<file path="src/hw/porc_pkg.sv">
package porc_pkg;

  // ***********************************
  // clock and power-on delays
  // ***********************************
  localparam int CLK_MHZ = 250;
  localparam int POR_DELAY_LOW_US = 3000;
  localparam int POR_DELAY_MID_US = 7000;
  localparam int POR_DELAY_HIGH_US = 15000;
  localparam int POR_DELAY_LOW_CYC = POR_DELAY_LOW_US * CLK_MHZ;
  localparam int POR_DELAY_MID_CYC = POR_DELAY_MID_US * CLK_MHZ;
  localparam int POR_DELAY_HIGH_CYC = POR_DELAY_HIGH_US * CLK_MHZ;
  localparam int DELAY_W = 24;
  localparam int WDT_DIV = 12;

  // ***********************************
  // register map (byte addresses)
  // ***********************************
  localparam logic [7:0] ADDR_CAUSE = 8'h00;
  localparam logic [7:0] ADDR_PMU_MODE = 8'h04;
  localparam logic [7:0] ADDR_SUPPLY_MON = 8'h08;
  localparam logic [7:0] ADDR_STATUS = 8'h0C;

  // reset_cause_register fields
  localparam int CAUSE_PIN_BIT = 0;
  localparam int POWER_ON_FLAG_BIT = 1;
  localparam int CAUSE_MON_BIT = 2;
  localparam int CAUSE_SW_BIT = 3;
  localparam int CAUSE_EXT_BIT = 4;
  // power_unit_mode_register field
  localparam int BATTERY_MONITOR_DISABLE_BIT = 5;
  // supply monitor control field
  localparam int SUPPLY_MON_EN_BIT = 7;

  localparam logic [7:0] PORT_LATCH_RESET = 8'hFF;
  localparam logic [15:0] RESET_VECTOR = 16'h0000;

  typedef enum logic [1:0] {
    ST_POR_WAIT,
    ST_POR_DELAY,
    ST_HOLD,
    ST_RUN
  } porc_state_type;

endpackage : porc_pkg

</file>
<file path="src/hw/porc_delay_timer.sv">
`timescale 1ns/1ps

module porc_delay_timer #(
  parameter int WIDTH = 24
) (
  // clock and reset
  input wire logic clock,
  input wire logic sys_rst,
  // control
  input wire logic load,
  input wire logic [WIDTH-1:0] load_value,
  // status
  output logic done
);

  logic [WIDTH-1:0] count;

  always_ff @(posedge clock) begin
    if (sys_rst) begin
      count <= '0;
    end else if (load) begin
      count <= load_value;
    end else if (count != '0) begin
      count <= count - 1'b1;
    end
  end

  assign done = (count == '0) && !load;

endmodule : porc_delay_timer

</file>
<file path="src/hw/porc_controller.sv">
`timescale 1ns/1ps

// How it works
// RULE1: any reset halts core, defaults registers, ports
// RULE2: ram kept, stack pointer reinitialised
// RULE3: port latches all ones, open drain, pullups
// RULE4: pin floats on power-on, driven on monitor
// RULE5: exit clears pc, internal oscillator selected
// RULE6: watchdog enabled, clocked system clock over twelve
// RULE7: first fetch from address zero always
// RULE8: hold until battery good, then level delay
// RULE9: power-on exit sets power-on flag
// RULE10: other flags zeroed; other resets clear flag
// RULE11: software treats ram undefined after power-on
// RULE12: disable bit five stops battery monitor
// RULE13: monitor off: any reset runs full power-on
// RULE14: power-on or power-fail re-arm supply monitor
// RULE15: supply monitor reset skips power-on delay
// RULE16: causes combined, fast assert, synchronous release
module porc_controller #(
  parameter int DELAY_LOW_CYC = porc_pkg::POR_DELAY_LOW_CYC,
  parameter int DELAY_MID_CYC = porc_pkg::POR_DELAY_MID_CYC,
  parameter int DELAY_HIGH_CYC = porc_pkg::POR_DELAY_HIGH_CYC,
  parameter bit HAS_MON_DISABLE = 1'b1
) (
  // clock and power-on reset
  input wire logic clock,
  input wire logic sys_rst,
  // apb slave
  input wire logic psel,
  input wire logic penable,
  input wire logic pwrite,
  input wire logic [7:0] paddr,
  input wire logic [31:0] pwdata,
  output logic [31:0] prdata,
  output logic pready,
  output logic pslverr,
  // supply monitors and reset sources
  input wire logic vbat_above_por,
  input wire logic [1:0] vbat_level,
  input wire logic vdd_above_rst,
  input wire logic other_reset_req,
  output logic battery_monitor_en,
  output logic supply_monitor_en,
  // active-low reset pin
  input wire logic rst_pin_in,
  output logic rst_pin_out,
  output logic rst_pin_oe,
  output logic rst_pin_pullup_en,
  // core and peripheral controls
  output logic core_rst,
  output logic stack_ptr_rst,
  output logic ram_write_block,
  output logic irq_timer_disable,
  output logic [15:0] fetch_vector,
  output logic clk_sel_internal,
  output logic wdt_force_enable,
  output logic wdt_tick,
  // ports
  output logic [7:0] port_latch_value,
  output logic port_open_drain,
  output logic port_weak_pullup
);

  // ***********************************
  // state and registers
  // ***********************************
  porc_pkg::porc_state_type state;
  porc_pkg::porc_state_type next_state;
  logic [4:0] cause_flags;
  logic battery_monitor_disable;
  logic supply_mon_sel;
  logic hold_is_mon;
  logic sw_req;
  logic [3:0] wdt_div;
  logic delay_load;
  logic delay_done;
  logic [porc_pkg::DELAY_W-1:0] delay_value;

  function automatic logic [porc_pkg::DELAY_W-1:0] pick_delay(input logic [1:0] lvl);
    case (lvl)
      2'h0: pick_delay = porc_pkg::DELAY_W'(DELAY_LOW_CYC);
      2'h1: pick_delay = porc_pkg::DELAY_W'(DELAY_MID_CYC);
      default: pick_delay = porc_pkg::DELAY_W'(DELAY_HIGH_CYC);
    endcase
  endfunction : pick_delay

  // ***********************************
  // reset causes
  // ***********************************
  logic in_run;
  logic mon_trip;
  logic pin_trip;
  logic other_trip;
  logic any_trip;
  logic full_por;
  logic apb_setup;
  logic apb_access;
  logic addr_ok;

  assign in_run = (state == porc_pkg::ST_RUN);
  assign mon_trip = supply_monitor_en && supply_mon_sel && !vdd_above_rst;
  // own drive on the pin must not read back as an external reset
  assign pin_trip = !rst_pin_in && !rst_pin_oe;
  assign other_trip = pin_trip || sw_req || other_reset_req;
  assign any_trip = mon_trip || other_trip;
  // RULE13 full power-on
  assign full_por = !vbat_above_por || (battery_monitor_disable && any_trip);

  always_comb begin
    next_state = state;
    delay_load = 1'b0;
    case (state)
      porc_pkg::ST_POR_WAIT: begin
        // RULE8 battery threshold
        if (vbat_above_por) begin
          next_state = porc_pkg::ST_POR_DELAY;
          delay_load = 1'b1;
        end
      end
      porc_pkg::ST_POR_DELAY: begin
        if (!vbat_above_por) begin
          next_state = porc_pkg::ST_POR_WAIT;
        end else if (delay_done) begin
          next_state = porc_pkg::ST_RUN;
        end
      end
      porc_pkg::ST_HOLD: begin
        // RULE15 no delay
        if (!vbat_above_por) begin
          next_state = porc_pkg::ST_POR_WAIT;
        end else if (!(hold_is_mon ? !vdd_above_rst : (pin_trip || other_reset_req))) begin
          next_state = porc_pkg::ST_RUN;
        end
      end
      porc_pkg::ST_RUN: begin
        if (full_por) begin
          next_state = porc_pkg::ST_POR_WAIT;
        end else if (any_trip) begin
          next_state = porc_pkg::ST_HOLD;
        end
      end
      default: next_state = porc_pkg::ST_POR_WAIT;
    endcase
  end

  always_ff @(posedge clock) begin
    if (sys_rst) begin
      state <= porc_pkg::ST_POR_WAIT;
    end else begin
      state <= next_state;
    end
  end

  always_ff @(posedge clock) begin
    if (sys_rst) begin
      hold_is_mon <= 1'b0;
    end else if (in_run && any_trip) begin
      hold_is_mon <= mon_trip;
    end
  end

  // RULE8 level delay
  assign delay_value = pick_delay(vbat_level);

  porc_delay_timer #(
    .WIDTH(porc_pkg::DELAY_W)
  ) u_delay (
    .clock(clock),
    .sys_rst(sys_rst),
    .load(delay_load),
    .load_value(delay_value),
    .done(delay_done)
  );

  // ***********************************
  // cause flags and monitor control
  // ***********************************
  always_ff @(posedge clock) begin
    if (sys_rst) begin
      cause_flags <= 5'h00;
    end else if (state == porc_pkg::ST_POR_DELAY && next_state == porc_pkg::ST_RUN) begin
      // RULE9 set flag
      cause_flags <= 5'h00;
      cause_flags[porc_pkg::POWER_ON_FLAG_BIT] <= 1'b1;
    end else if (in_run && any_trip && !full_por) begin
      // RULE10 clear flag
      cause_flags <= 5'h00;
      cause_flags[porc_pkg::CAUSE_PIN_BIT] <= pin_trip;
      cause_flags[porc_pkg::CAUSE_MON_BIT] <= mon_trip;
      cause_flags[porc_pkg::CAUSE_SW_BIT] <= sw_req;
      cause_flags[porc_pkg::CAUSE_EXT_BIT] <= other_reset_req;
    end
  end

  always_ff @(posedge clock) begin
    if (sys_rst || state == porc_pkg::ST_POR_WAIT) begin
      // RULE13 monitor back on
      battery_monitor_disable <= 1'b0;
    end else if (core_rst) begin
      battery_monitor_disable <= 1'b0;
    end else if (apb_access && pwrite && paddr == porc_pkg::ADDR_PMU_MODE) begin
      // RULE12 monitor disable
      battery_monitor_disable <= HAS_MON_DISABLE
        && pwdata[porc_pkg::BATTERY_MONITOR_DISABLE_BIT];
    end
  end

  always_ff @(posedge clock) begin
    if (sys_rst || state == porc_pkg::ST_POR_WAIT) begin
      supply_monitor_en <= 1'b1;
      supply_mon_sel <= 1'b1;
    end else if (in_run && mon_trip && !full_por) begin
      // RULE14 re-arm monitor
      supply_monitor_en <= 1'b1;
      supply_mon_sel <= 1'b1;
    end else if (apb_access && pwrite && !core_rst) begin
      if (paddr == porc_pkg::ADDR_SUPPLY_MON) begin
        supply_monitor_en <= pwdata[porc_pkg::SUPPLY_MON_EN_BIT];
      end
      if (paddr == porc_pkg::ADDR_CAUSE) begin
        supply_mon_sel <= pwdata[porc_pkg::POWER_ON_FLAG_BIT];
      end
    end
  end

  always_ff @(posedge clock) begin
    if (sys_rst || !in_run) begin
      sw_req <= 1'b0;
    end else begin
      sw_req <= apb_access && pwrite && paddr == porc_pkg::ADDR_CAUSE
        && pwdata[porc_pkg::CAUSE_SW_BIT];
    end
  end

  assign battery_monitor_en = !battery_monitor_disable;

  // ***********************************
  // apb slave
  // ***********************************
  assign apb_setup = psel && !penable;
  assign apb_access = psel && penable;
  assign addr_ok = (paddr == porc_pkg::ADDR_CAUSE) || (paddr == porc_pkg::ADDR_PMU_MODE)
    || (paddr == porc_pkg::ADDR_SUPPLY_MON) || (paddr == porc_pkg::ADDR_STATUS);
  assign pready = 1'b1;
  assign pslverr = apb_access && !addr_ok;

  always_ff @(posedge clock) begin
    if (sys_rst) begin
      prdata <= 32'h00000000;
    end else if (apb_setup) begin
      prdata <= 32'h00000000;
      case (paddr)
        porc_pkg::ADDR_CAUSE: prdata[4:0] <= cause_flags;
        porc_pkg::ADDR_PMU_MODE:
          prdata[porc_pkg::BATTERY_MONITOR_DISABLE_BIT] <= battery_monitor_disable;
        porc_pkg::ADDR_SUPPLY_MON: prdata[porc_pkg::SUPPLY_MON_EN_BIT] <= supply_monitor_en;
        porc_pkg::ADDR_STATUS: prdata[3:0] <= {supply_mon_sel, core_rst, state};
        default: prdata <= 32'h00000000;
      endcase
    end
  end

  // ***********************************
  // reset outputs
  // ***********************************
  // RULE16 fast assert
  assign core_rst = !in_run || full_por || any_trip;
  // RULE1 halt and defaults
  assign irq_timer_disable = core_rst;
  // RULE2 ram kept
  assign ram_write_block = core_rst;
  assign stack_ptr_rst = core_rst;
  // RULE5 pc and clock
  assign clk_sel_internal = core_rst;
  // RULE6 watchdog on
  assign wdt_force_enable = core_rst;
  // RULE3 port state
  assign port_open_drain = core_rst;
  assign port_weak_pullup = 1'b1;

  always_ff @(posedge clock) begin
    if (sys_rst) begin
      port_latch_value <= porc_pkg::PORT_LATCH_RESET;
      fetch_vector <= porc_pkg::RESET_VECTOR;
    end else begin
      // RULE3 latches ones
      port_latch_value <= porc_pkg::PORT_LATCH_RESET;
      // RULE7 address zero
      fetch_vector <= porc_pkg::RESET_VECTOR;
    end
  end

  // RULE6 divide by twelve
  always_ff @(posedge clock) begin
    if (sys_rst || wdt_div == 4'(porc_pkg::WDT_DIV - 1)) begin
      wdt_div <= 4'h0;
    end else begin
      wdt_div <= wdt_div + 4'h1;
    end
  end
  assign wdt_tick = (wdt_div == 4'(porc_pkg::WDT_DIV - 1));

  // RULE4 pin drive
  assign rst_pin_out = 1'b0;
  assign rst_pin_oe = (state == porc_pkg::ST_HOLD) && hold_is_mon;
  assign rst_pin_pullup_en = (state == porc_pkg::ST_HOLD) || in_run;
endmodule : porc_controller

</file>
<file path="config.mk">
export PLATFORM = sky130hd
export DESIGN_NAME = porc_controller
export DESIGN_NICKNAME = d
export VERILOG_FILES = /design/src/hw/porc_pkg.sv /design/src/hw/porc_delay_timer.sv /design/src/hw/porc_controller.sv
export SDC_FILE = /design/constraint.sdc
export NUM_CORES = 1
export LEC_CHECK = 0
export ABC_CLOCK_PERIOD_IN_PS = 6300
export BUFFER_PORTS_ARGS = -buffer_cell sky130_fd_sc_hd__buf_2
export CORE_ASPECT_RATIO = 1.4
export CORE_MARGIN = 2
export CORE_UTILIZATION = 52
export CTS_CLUSTER_DIAMETER = 200
export DETAILED_ROUTE_END_ITERATION = 6
export HOLD_SLACK_MARGIN = 0.05
export PLACE_DENSITY = 0.95
export SLEW_MARGIN = 20
export SYNTH_ARGS = -nofsm -noshare
export SYNTH_HDL_FRONTEND = slang
export SYNTH_SLANG_ARGS = --single-unit
</file>
<file path="constraint.sdc">
create_clock -name clock -period 6.3 [get_ports clock]
set_input_delay 0.63 -clock clock [delete_from_list [all_inputs] [get_ports clock]]
set_output_delay 0.63 -clock clock [all_outputs]
set_load 0.005 [all_outputs]
</file>
---- Word level (Yosys, flattened, before mapping) ----
Cells that the tools add are included.
W data, S select, Z words.
word-level totals
  logic and storage cells ................. 98
  input port bits ......................... 51
  register bits after elaboration ......... 47
cells by class
  add/sub/neg operators ................... 2
  reductions and logical operators ........ 56
  eq/ne operators ......................... 9
  muxes and demuxes ....................... 20
operators with widths
  cell                     number
  $mux W24                 2
  $pmux W22 S2             1
  $logic_not A24 Y1        1
  $reduce_bool A24 Y1      1
  $sub A24 B1 Y24 const B  1
  $logic_and A1 B1 Y1      19
  $mux W2                  9
  $eq A8 B4 Y1 const B     2
  $logic_or A1 B1 Y1       14
  $logic_not A1 Y1         11
  $eq A8 B3 Y1 const B     1
  $logic_not A8 Y1         1
  $pmux W2 S4              1
  $pmux W4 S2              1
  $eq A2 B2 Y1 const B     3
  $mux W1                  6
  $reduce_or A2 Y1         3
  $add A4 B1 Y4 const B    1
  $eq A2 B1 Y1 const B     2
  $eq A4 B4 Y1 const B     1
  $logic_not A2 Y1         2
  $reduce_and A2 Y1        2
  $reduce_bool A2 Y1       2

---- Longest topological paths before layout ----
Gate-level depths: netlist of the first run.
  depth after elaboration ................. 14
  depth in mapped cells ................... 9

---- Modules after synthesis ----
Synthesis of the first run repeated with hierarchy kept, for this count alone.
second synthesis, totals
  cell total of the unflattened synthesis .. 390
  area total of the unflattened synthesis .. 3238.1 um2
by module, submodules not included
  module            times used  area each (um2)  cells an instance  sequential area each (um2)
  porc_controller   1           1631.6           200                460.4
  porc_delay_timer  1           1606.5           190                480.5

---- Least setup slack after synthesis of the first run ----
OpenSTA, ideal clock, no wires.
  kind .................................... input to output
  start ................................... input port vdd_above_rst
  end ..................................... output port core_rst
  arrival ................................. 1989 ps
  stages .................................. 5
  data required time ...................... 5670 ps
  path slack .............................. 3681 ps
  buffers on the path ..................... 2
  path through ............................ and3b_1 -> clkbuf_1 -> a2111oi_1 -> nand2b_1 -> buf_4
between the ends
  word-level cells in the longest chain between the ends .. 7
ends and longest elaborated chain
  element                line                    RTL
  from (decl)            porc_controller.sv:41   input wire logic vdd_above_rst,
  $logic_not A1 Y1 *     porc_controller.sv:102  assign mon_trip = supply_monitor_en && supply_mon_sel && !vdd_above_rst;
  $logic_and A1 B1 Y1 *  porc_controller.sv:102
  $logic_or A1 B1 Y1 *   porc_controller.sv:106  assign any_trip = mon_trip || other_trip;
  $logic_and A1 B1 Y1    porc_controller.sv:108  assign full_por = !vbat_above_por || (battery_monitor_disable && any_trip);
  $logic_or A1 B1 Y1     porc_controller.sv:108
  $logic_or A1 B1 Y1     porc_controller.sv:268  assign core_rst = !in_run || full_por || any_trip;
  $logic_or A1 B1 Y1 *   porc_controller.sv:268
  to (decl)              porc_controller.sv:51   output logic core_rst,
Every way passes the cells marked *; elsewhere a longest branch is shown, timed or not.

---- Worst setup path after layout of the first run ----
  start ................................... register state[1]
  end ..................................... output port wdt_force_enable
between the ends
  word-level cells in the longest chain between the ends .. 11
  elaborated cells on any way between the ends .. 13
  those cells by class .................... eq/ne: 2; reduce/logical: 11
ends and longest elaborated chain
  element                          line                    RTL
  from (decl)                      porc_controller.sv:68   porc_pkg::porc_state_type state;
  from (signal assigned)           porc_controller.sv:149  state <= porc_pkg::ST_POR_WAIT;
  from (signal assigned)           porc_controller.sv:151  state <= next_state;
  $eq A2 B2 Y1                     porc_controller.sv:306  assign rst_pin_oe = (state == porc_pkg::ST_HOLD) && hold_is_mon;
  $logic_and A1 B1 Y1              porc_controller.sv:306
  $logic_not A1 Y1                 porc_controller.sv:104  assign pin_trip = !rst_pin_in && !rst_pin_oe;
  $logic_and A1 B1 Y1              porc_controller.sv:104
  $logic_or A1 B1 Y1 (2 in a row)  porc_controller.sv:105  assign other_trip = pin_trip || sw_req || other_reset_req;
  $logic_or A1 B1 Y1               porc_controller.sv:106
  $logic_and A1 B1 Y1              porc_controller.sv:108
  $logic_or A1 B1 Y1               porc_controller.sv:108
  $logic_or A1 B1 Y1               porc_controller.sv:268
  $logic_or A1 B1 Y1 *             porc_controller.sv:268
  to (decl)                        porc_controller.sv:57   output logic wdt_force_enable,
Marked as above.

==> flow_results.org, run 1 <==
** Yosys
- For this run, the register share of the synthesized area comes to 0.329.
- Post-synthesis async set-or-reset flop share :: 0
- The number of different library cells used by synthesis comes to 54.
- The mapped netlist covers 2860 µm².
- Synthesized instance count :: 350
- Counting flops with a built-in enable in the synthesized netlist gives 0.
- Yosys warning total :: 0
- Counting flops and latches in the post-synthesis netlist gives 47.
- Average cell area after synthesis :: 8.17 µm²
- For this run, the leading register cell type out of synthesis is dfxtp_1.

** CTS
- Buffers added to address setup during post-CTS repair amount to 0.
- Later-pin clock latency in the skew report :: 0.31 ns
- The number of clock buffers added by TritonCTS is 5.
- Hold buffer count at CTS :: 0
- The H-tree was split into 2 levels.
- Clock-pin slew of the registers on the worst-case setup and hold paths :: 0.09 ns
- TritonCTS built the clock tree.
- The clock net in this run drives a total of 47 sinks.
- CTS placed an instance of clkbuf_8 at the clock tree root.
- Number of cells upsized or downsized after cts :: 0
- Worst-case clock buffer depth :: 2

** Outcome
- Outcome :: completed

** Timing
- At the pin with the least slew margin, the transition time is 0.945 ns.
- Across all setup checks in the final design, the least slack found is 3.16 ns.
- Largest clock skew in the final design :: 0.00683 ns
- Setup repair after global routing left no endpoint under its margin.
- Number of failing hold endpoints at the final stage :: 0
- Maximum operating frequency :: 0.318 GHz
- The max-slew violation count is 0.
- Max-slew headroom at the worst pin :: 0.365
- Setup violations remaining at the end of the flow were counted as 0.
- Final period utilization :: 0.499
- Summed negative setup slack over all endpoints :: 0 ns
- Tmin final :: 3.14 ns

** Place
- Placer congestion estimate :: 0.923
- The placed instances occupy a cell area of 2830 µm².
- The HPWL after detailed placement is 4540 µm.
- Buffers placed on the I/O ports in this run total 42.
- Before CTS, the worst setup slack after placement is 3.41 ns.
- Cells after DPL :: 433

** Drt
- In the detailed route, the total length drawn on met3 is 492 µm.
- Once detail routing completed, the nets flagged for antenna violations numbered 0.
- For this run, design rule violations remaining after detail routing come to 0.
- Top routing layer used :: met4
- Across all layers, the routed design uses 2508 vias.
- In the final routed layout, each cell accounts on average for 13.9 µm.
- For this run, the detailed router's first-pass iteration total came to 5.
- Total length of routed met2 wires :: 3190 µm
- Via density per instance :: 5.69
- After the first detailed-routing iteration, the DRC count stood at 195.
- Detailed Route WL :: 6110 µm
- For this block, wires on met1 add up to 2230 µm.

** Die
- For this configuration, the core starts out at a cell density of 0.546.
- In this run the standard cell core region covers 5240 µm².
- From left edge to right edge, the die measures 66.7 µm.
- The floorplan step defined a die boundary enclosing 6120 µm².
- The initialized floorplan defines 31 standard-cell rows.
- Vertical die dimension :: 91.8 µm
- I/O pins :: 123

** Power and ir drop
- Summed over all cells, the static leakage comes to 1.23 nW.
- Total power density per cell area :: 249 nW/µm²
- VDD sags by at most 0.128 mV.

** Cells and area
- Excluding fillers, the count of instances in the completed layout stands at 441.
- From synthesis to final layout, the design area changed by 3.81%.
- At the end of the flow the core is filled with cells to 0.567.
- Antenna diode instance count :: 0
- Post-route cell area :: 2970 µm²
- Filler Cells Inserted :: 475
- The net count of the finished layout is 428.
- In the final layout, the share of cells above drive strength 1 is 0.157.

** GRT
- Entering global routing, the biggest net connects 36 pins.
- Number of antenna violations at the first check in global routing :: 0
- The total overflow left after global routing is 0.
- First-pass GRT wire length :: 9980 µm
- Total global-route track usage :: 0.204
- Vias in the first global route :: 2347

** Setup path
- Crit-path max FO :: 11
- The worst setup path is of the flip-flop to output port kind.
- Worst path cell trace :: nand3b_1 -> a2111oi_1 -> nand2b_1 -> buf_2
- Cell with the largest stage delay on the worst path :: a2111oi_1
- Critical Path Sink Type :: output port
- CP arrival :: 2.51 ns
- Crit-path max cell delay :: 0.78 ns
- Required @ worst endpoint :: 5.67 ns
- The worst setup path is launched from a flip-flop.

** Flow run
- Across the run, the number of max-cap violations was 0.

** Worst hold path
- In this run the worst hold path is classified as flip-flop to flip-flop.
==> flip-flops by register name, indices dropped and copies added (netlist names) <==
name and count:
prdata 7, u_delay.count 24, battery_monitor_disable 1, supply_monitor_en 1
hold_is_mon 1, cause_flags 5, state 2, supply_mon_sel 1
wdt_div 4, sw_req 1
==> cell usage after synthesis (3+ instances only) <==
cell type,number,area share
a21oi_1,19,0.033
a221oi_1,6,0.018
a22oi_1,4,0.010
buf_4,58,0.15
clkbuf_1,14,0.018
dfxtp_1,47,0.33
ha_1,3,0.013
inv_1,11,0.014
mux2i_1,4,0.014
nand2_1,17,0.022
nand2b_1,9,0.020
nand3_1,9,0.016
nand3b_1,3,0.0079
nand4_1,3,0.0066
nor2_1,30,0.039
nor2b_1,4,0.0087
nor3_1,18,0.031
nor3b_1,3,0.0079
nor4_1,6,0.013
o211ai_1,5,0.013
o21ai_0,8,0.014
or3_1,8,0.017
or4_1,5,0.013
xnor2_1,9,0.028
xor2_1,9,0.028
==> cell families after synthesis <==
kind of cell / after synthesis / synth area share
buf+inv: 86 / 0.194
compound gates: 61 / 0.145
mux: 4 / 0.0140
simple gates: 129 / 0.247
other cells: 2 / 0.00263
flops: 47 / 0.329
fa+ha+maj: 3 / 0.0131
xor+xnor: 18 / 0.0551
==> layout by cell type (no fill, tap or decap), drive strengths merged, types with 6 or more instances in the layout <==
master | netlist | final
xnor2 | 9 | 9
buf | 61 | 42
a21oi | 19 | 19
o21ai | 9 | 9
nand2b | 9 | 9
conb | 2 | 52
or3 | 8 | 8
dfxtp | 47 | 47
nor2 | 30 | 30
or4 | 7 | 7
inv | 11 | 11
xor2 | 9 | 9
a221oi | 6 | 6
nand2 | 17 | 17
nor4 | 6 | 6
nand3 | 9 | 9
nor3 | 19 | 19
==> worst max-delay path: cells and delay by family (launching register included) <==
kind                   cells  cell delay, ns
flip-flops                 1            0.56
AND/OR/NAND/NOR            2            0.63
buffers and inverters      1            0.24
AO/OA/AOI/OAI              1            0.78
==> layer usage <==
layer | up-vias | global-route usage
li1 | 1168 | -
met2 | 163 | 0.357
met4 | 0 | 0.124
met3 | 25 | 0.0344
met1 | 1152 | 0.223
met5 | - | 0
==> layout make-up <==
type / count / area (µm²) / share of cell area
clock buffer: 5 / 68.8 / 0.0232
tap: 66 / 82.6 / 0.0278
clock inverter: 3 / 67.6 / 0.0228
inverter: 11 / 41.3 / 0.0139
timing repair buffer: 42 / 210 / 0.0708
multi-input combinational: 267 / 1560 / 0.525
sequential: 47 / 941 / 0.317
==> per-stage QoR <==
| step | hold WS (ns) | power (mW) |
|---|---|---|
| after global routing | 0.486 | 0.774 |
| final | 0.452 | 0.741 |
| after floorplan | 0.432 | 0.472 |
| after global placement | 0.437 | 0.474 |
| after detailed placement | 0.445 | 0.480 |
| after CTS | 0.455 | 0.739 |
==> power breakdown <==
group          internal [mW]  total, mW  switching (mW)
sequential             0.316      0.337          0.0213
clock                  0.158      0.262           0.104
combinational         0.0563      0.141          0.0851
==> path summary, 6_finish.rpt <==
check / startpoint / to / slack [ns] / cells after the start
setup / recovery: state[1] / wdt_force_enable / 3.16 / 4
hold / removal: prdata[5] / prdata[5] / 0.45 / 2
setup reg to reg: state[1] / supply_monitor_en / 3.58 / 5
hold reg to reg: prdata[5] / prdata[5] / 0.45 / 2
(Power assumes the default switching activity.)
==> inputs of run 2 (changes only) <==
ABC_CLOCK_PERIOD_IN_PS = 3000   (was 6300)
CORE_UTILIZATION = 48   (was 52)
PLACE_DENSITY = 0.91   (was 0.95)
clock period = 3 ns   (was 6.3 ns; I/O delays follow)
==> run 2 against run 1 <==
Non-clock buffer count is 6 higher. Clock-buffer cell count is 1 higher. Sequential power is 110% higher. Register-to-register slack worse by 3.2 ns. Clock skew is 0.0022 ns higher. Cell count is 2.3% higher. Largest cell class unchanged. Largest power group unchanged. Highest routed layer unchanged.
==> flow_results.org, run 2 (same netlist as run 1, synthesis figures left out) <==
** Drt
- The number of remaining DRC errors is 0 (unchanged).
- The number of routed nets with antenna violations came to 0 (unchanged).
- Detailed Route WL :: 6220 µm (+1.9%)
- Total number of vias :: 2483 (-1.0%)
- The routed length per placed instance came to 13.8 µm (-0.38%).
- The number of iterations in the first detailed-routing pass is 4 (-1).
- Detailed router's first-iteration violation count :: 124 (-36%)
- The via density per instance is 5.51 (-3.2%).

** GRT
- The via count of the first global-routing pass was 2295 (-2.2%).
- The first-pass GRT wire length was 10200 µm (+2.3%).
- The total track usage is 0.190 (-0.0144).
- The initial antenna violation count is 0 (unchanged).
- Largest net degree at the start of global routing :: 36 (unchanged)
- The remaining global-route overflow is 0 (unchanged).

** Power and ir drop
- The post-route total power was 1.40 mW (+89%).
- The worst voltage drop across the vdd grid is 0.299 mV (+130%).
- Leakage power total :: 1.24 nW (+0.68%)
- Total power density per cell area :: 472 nW/µm² (+89%)

** Setup path
- Reg2reg setup slack :: 0.38 ns (-3.20 ns)
- Worst Path Class, Setup :: flip-flop to flip-flop
- The worst setup path is captured at a flip-flop.
- Required @ worst endpoint :: 3.17 ns (-2.50 ns)
- The maximum net fanout on the critical path is 10 (-1).
- The number of cells traversed by the worst register-to-register path came to 5 (unchanged).
- The worst setup path is launched from a flip-flop.
- Crit path max-delay family :: simple AND/OR/NAND/NOR gates
- Worst path cell trace :: or4_1 -> or3_1 -> or2_0 -> a211oi_2 -> nor3_2
- CP arrival :: 2.79 ns (+0.28 ns)
- Combined buffer and inverter count along the critical path :: 0 (-1)
- The peak per-stage delay on the critical path was 0.67 ns (-0.11 ns).
- In this run the critical register-to-register path is captured at u_delay.count[13].
- Cell with the largest stage delay on the worst path :: or4_1
- The startpoint identified for the worst register-to-register timing path is u_delay.count[4].

** CTS
- Clock-pin slew of the registers on the worst-case setup and hold paths :: 0.09 ns (about the same)
- The post-CTS setup repair buffer count was 0 (unchanged).
- Later-pin clock latency in the skew report :: 0.31 ns (about the same)
- The deepest clock path buffer count was 2 (unchanged).
- TritonCTS clock tree :: yes
- Clock sink count :: 47 (unchanged)
- The number of hold-repair buffers added at the cts stage is 0 (unchanged).
- Number of cells upsized or downsized after cts :: 0 (unchanged)
- The root buffer cell chosen for the clock tree is clkbuf_8.
- Depth of the CTS H-tree :: 2 (unchanged)
- Total CTS buffers :: 5 (unchanged)

** Cells and area
- In the layout the commonest cells are conb_1 (52), dfxtp_1 (47), buf_2 (42).
- From synthesis to final layout, the design area changed by 3.54%.
- The number of nets at the end of the flow came to 434 (+1.4%).
- The library cell used most frequently in the layout, excluding fill and tap cells, is conb_1.
- The flip-flop count of the largest register, all copies and words added was 24 (unchanged).
- Biggest registers after layout :: u_delay.count (24), prdata (7), cause_flags (5)
- The fraction of final layout cells with drive strength greater than 1 came to 0.165 (+0.00802).
- The filler-free cell count of the finished design came to 451 (+2.3%).
- u_delay.count holds more flip-flops than any other register.
- The count of fill cells added during filler insertion came to 562 (+18%).
- The antenna cell count is 0 (unchanged).
- Combined area of the multi-input logic cells :: 1550 µm² (-0.40%)
- Storage element area :: 941 µm² (unchanged)

** Timing
- The slew at the pin closest to its max-slew limit is 0.666 ns (-0.279 ns).
- Tmin final :: 2.62 ns
- Final period utilization :: 0.873
- Total setup violations reported at the end of the flow :: 0 (unchanged)
- Max-slew headroom at the worst pin :: 0.549 (+0.184)
- Largest clock skew in the final design :: 0.00908 ns (+0.00225 ns)
- Setup repair after global routing missed its margin :: false
- The final hold violation count is 0 (unchanged).
- The max-slew violation count came to 0 (unchanged).
- Summed negative setup slack over all endpoints :: 0 ns (unchanged)
- The worst-case hold slack came to 0.197 ns (-0.255 ns).
- Timing would allow up to 0.382 GHz.

** Worst hold path
- The path with the worst hold slack has its endpoint at supply_mon_sel.
- The path class of the tightest hold or removal check is input port to flip-flop.
- Startpoint of the lowest-slack hold path :: pwdata[1]
- The number of cells on the worst hold path is 3 (+1).

** Die
- The number of ports placed on the die boundary is 123 (unchanged).
- Site Rows :: 33 (+6.5%)
- The overall die height is 95.3 µm (+3.9%).
- The x dimension of the die came to 69.2 µm (+3.8%).
- Initial Utilization :: 0.491 (-0.0549)
- The placeable core area came to 5820 µm² (+11%).
- Die area :: 6600 µm² (+7.9%)

** Flow run
- Number of maximum-capacitance constraint violations :: 0 (unchanged)

** Place
- The routability-driven placement congestion ratio came to 0.904 (-2.0%).
- The final HPWL from detailed placement came to 4540 µm (about the same).
- The total instance count after detailed placement is 443 (+2.3%).
- The number of I/O port buffers came to 42 (unchanged).

** Outcome
- Outcome :: completed
## run 2: cell types whose count changed in the layout (fill, tap and decap cells not counted)
cell	change
nor4bb_1	+1
nor4bb_2	-1
clkbuf_1	+1
clkinv_2	+1
buf_4	+6
bufinv_16	-2
## run 2: worst reg2reg max path, stage by stage, from the launching register on
cell,delay [ns]
dfxtp_1,0.35
or4_1,0.68
or3_1,0.56
or2_0,0.51
a211oi_2,0.33
nor3_2,0.07
## run 2: how the worst max path moves through the flow
stage | start | to | slack (ns) | cells past startpoint
6_report | u_delay.count[4] | u_delay.count[13] | 0.38 | 5
5_1_grt | u_delay.count[4] | u_delay.count[13] | 0.27 | 5
4_1_cts | u_delay.count[4] | u_delay.count[13] | 0.38 | 5
3_5_place_dp | u_delay.count[4] | u_delay.count[13] | 0.46 | 5
3_3_place_gp | u_delay.count[4] | u_delay.count[13] | 0.49 | 5
2_1_floorplan | u_delay.count[16] | u_delay.count[13] | 0.72 | 7
## run 2: through the flow
| stage | setup WS [ns] | util | area [µm²] |
|---|---|---|---|
| floorplan | 0.723 | - | 3050 |
| global placement | 0.488 | 0.494 | 2880 |
| detailed placement | 0.455 | 0.494 | 2880 |
| CTS | 0.383 | 0.509 | 2960 |
| global route | 0.274 | 0.509 | 2960 |
| finish | 0.382 | 0.509 | 2960 |
## run 2: metal layers
metal	vias to the layer above	part of all wire	routed length (µm)	GRT usage
met4	0	0.025	156	0.0833
li1	1188	-	-	-
met2	144	0.53	3300	0.370
met5	-	0	0	0
met1	1135	0.37	2320	0.194
met3	16	0.072	449	0.0402
## run 2: where the power goes
group,internal (mW),total [mW],switching (mW)
combinational,0.127,0.309,0.181
sequential,0.664,0.708,0.0441
clock,0.163,0.381,0.217
total,0.954,1.40,0.443
## run 2: area by class of cell
class                           instances  share of cell area
Sequential cell                        47               0.318
Inverter                               11              0.0139
Tap cell                               70              0.0296
Multi-Input combinational cell        267               0.524
Clock inverter                          2             0.00422
Timing Repair Buffer                   48              0.0862
Clock buffer                            6              0.0245
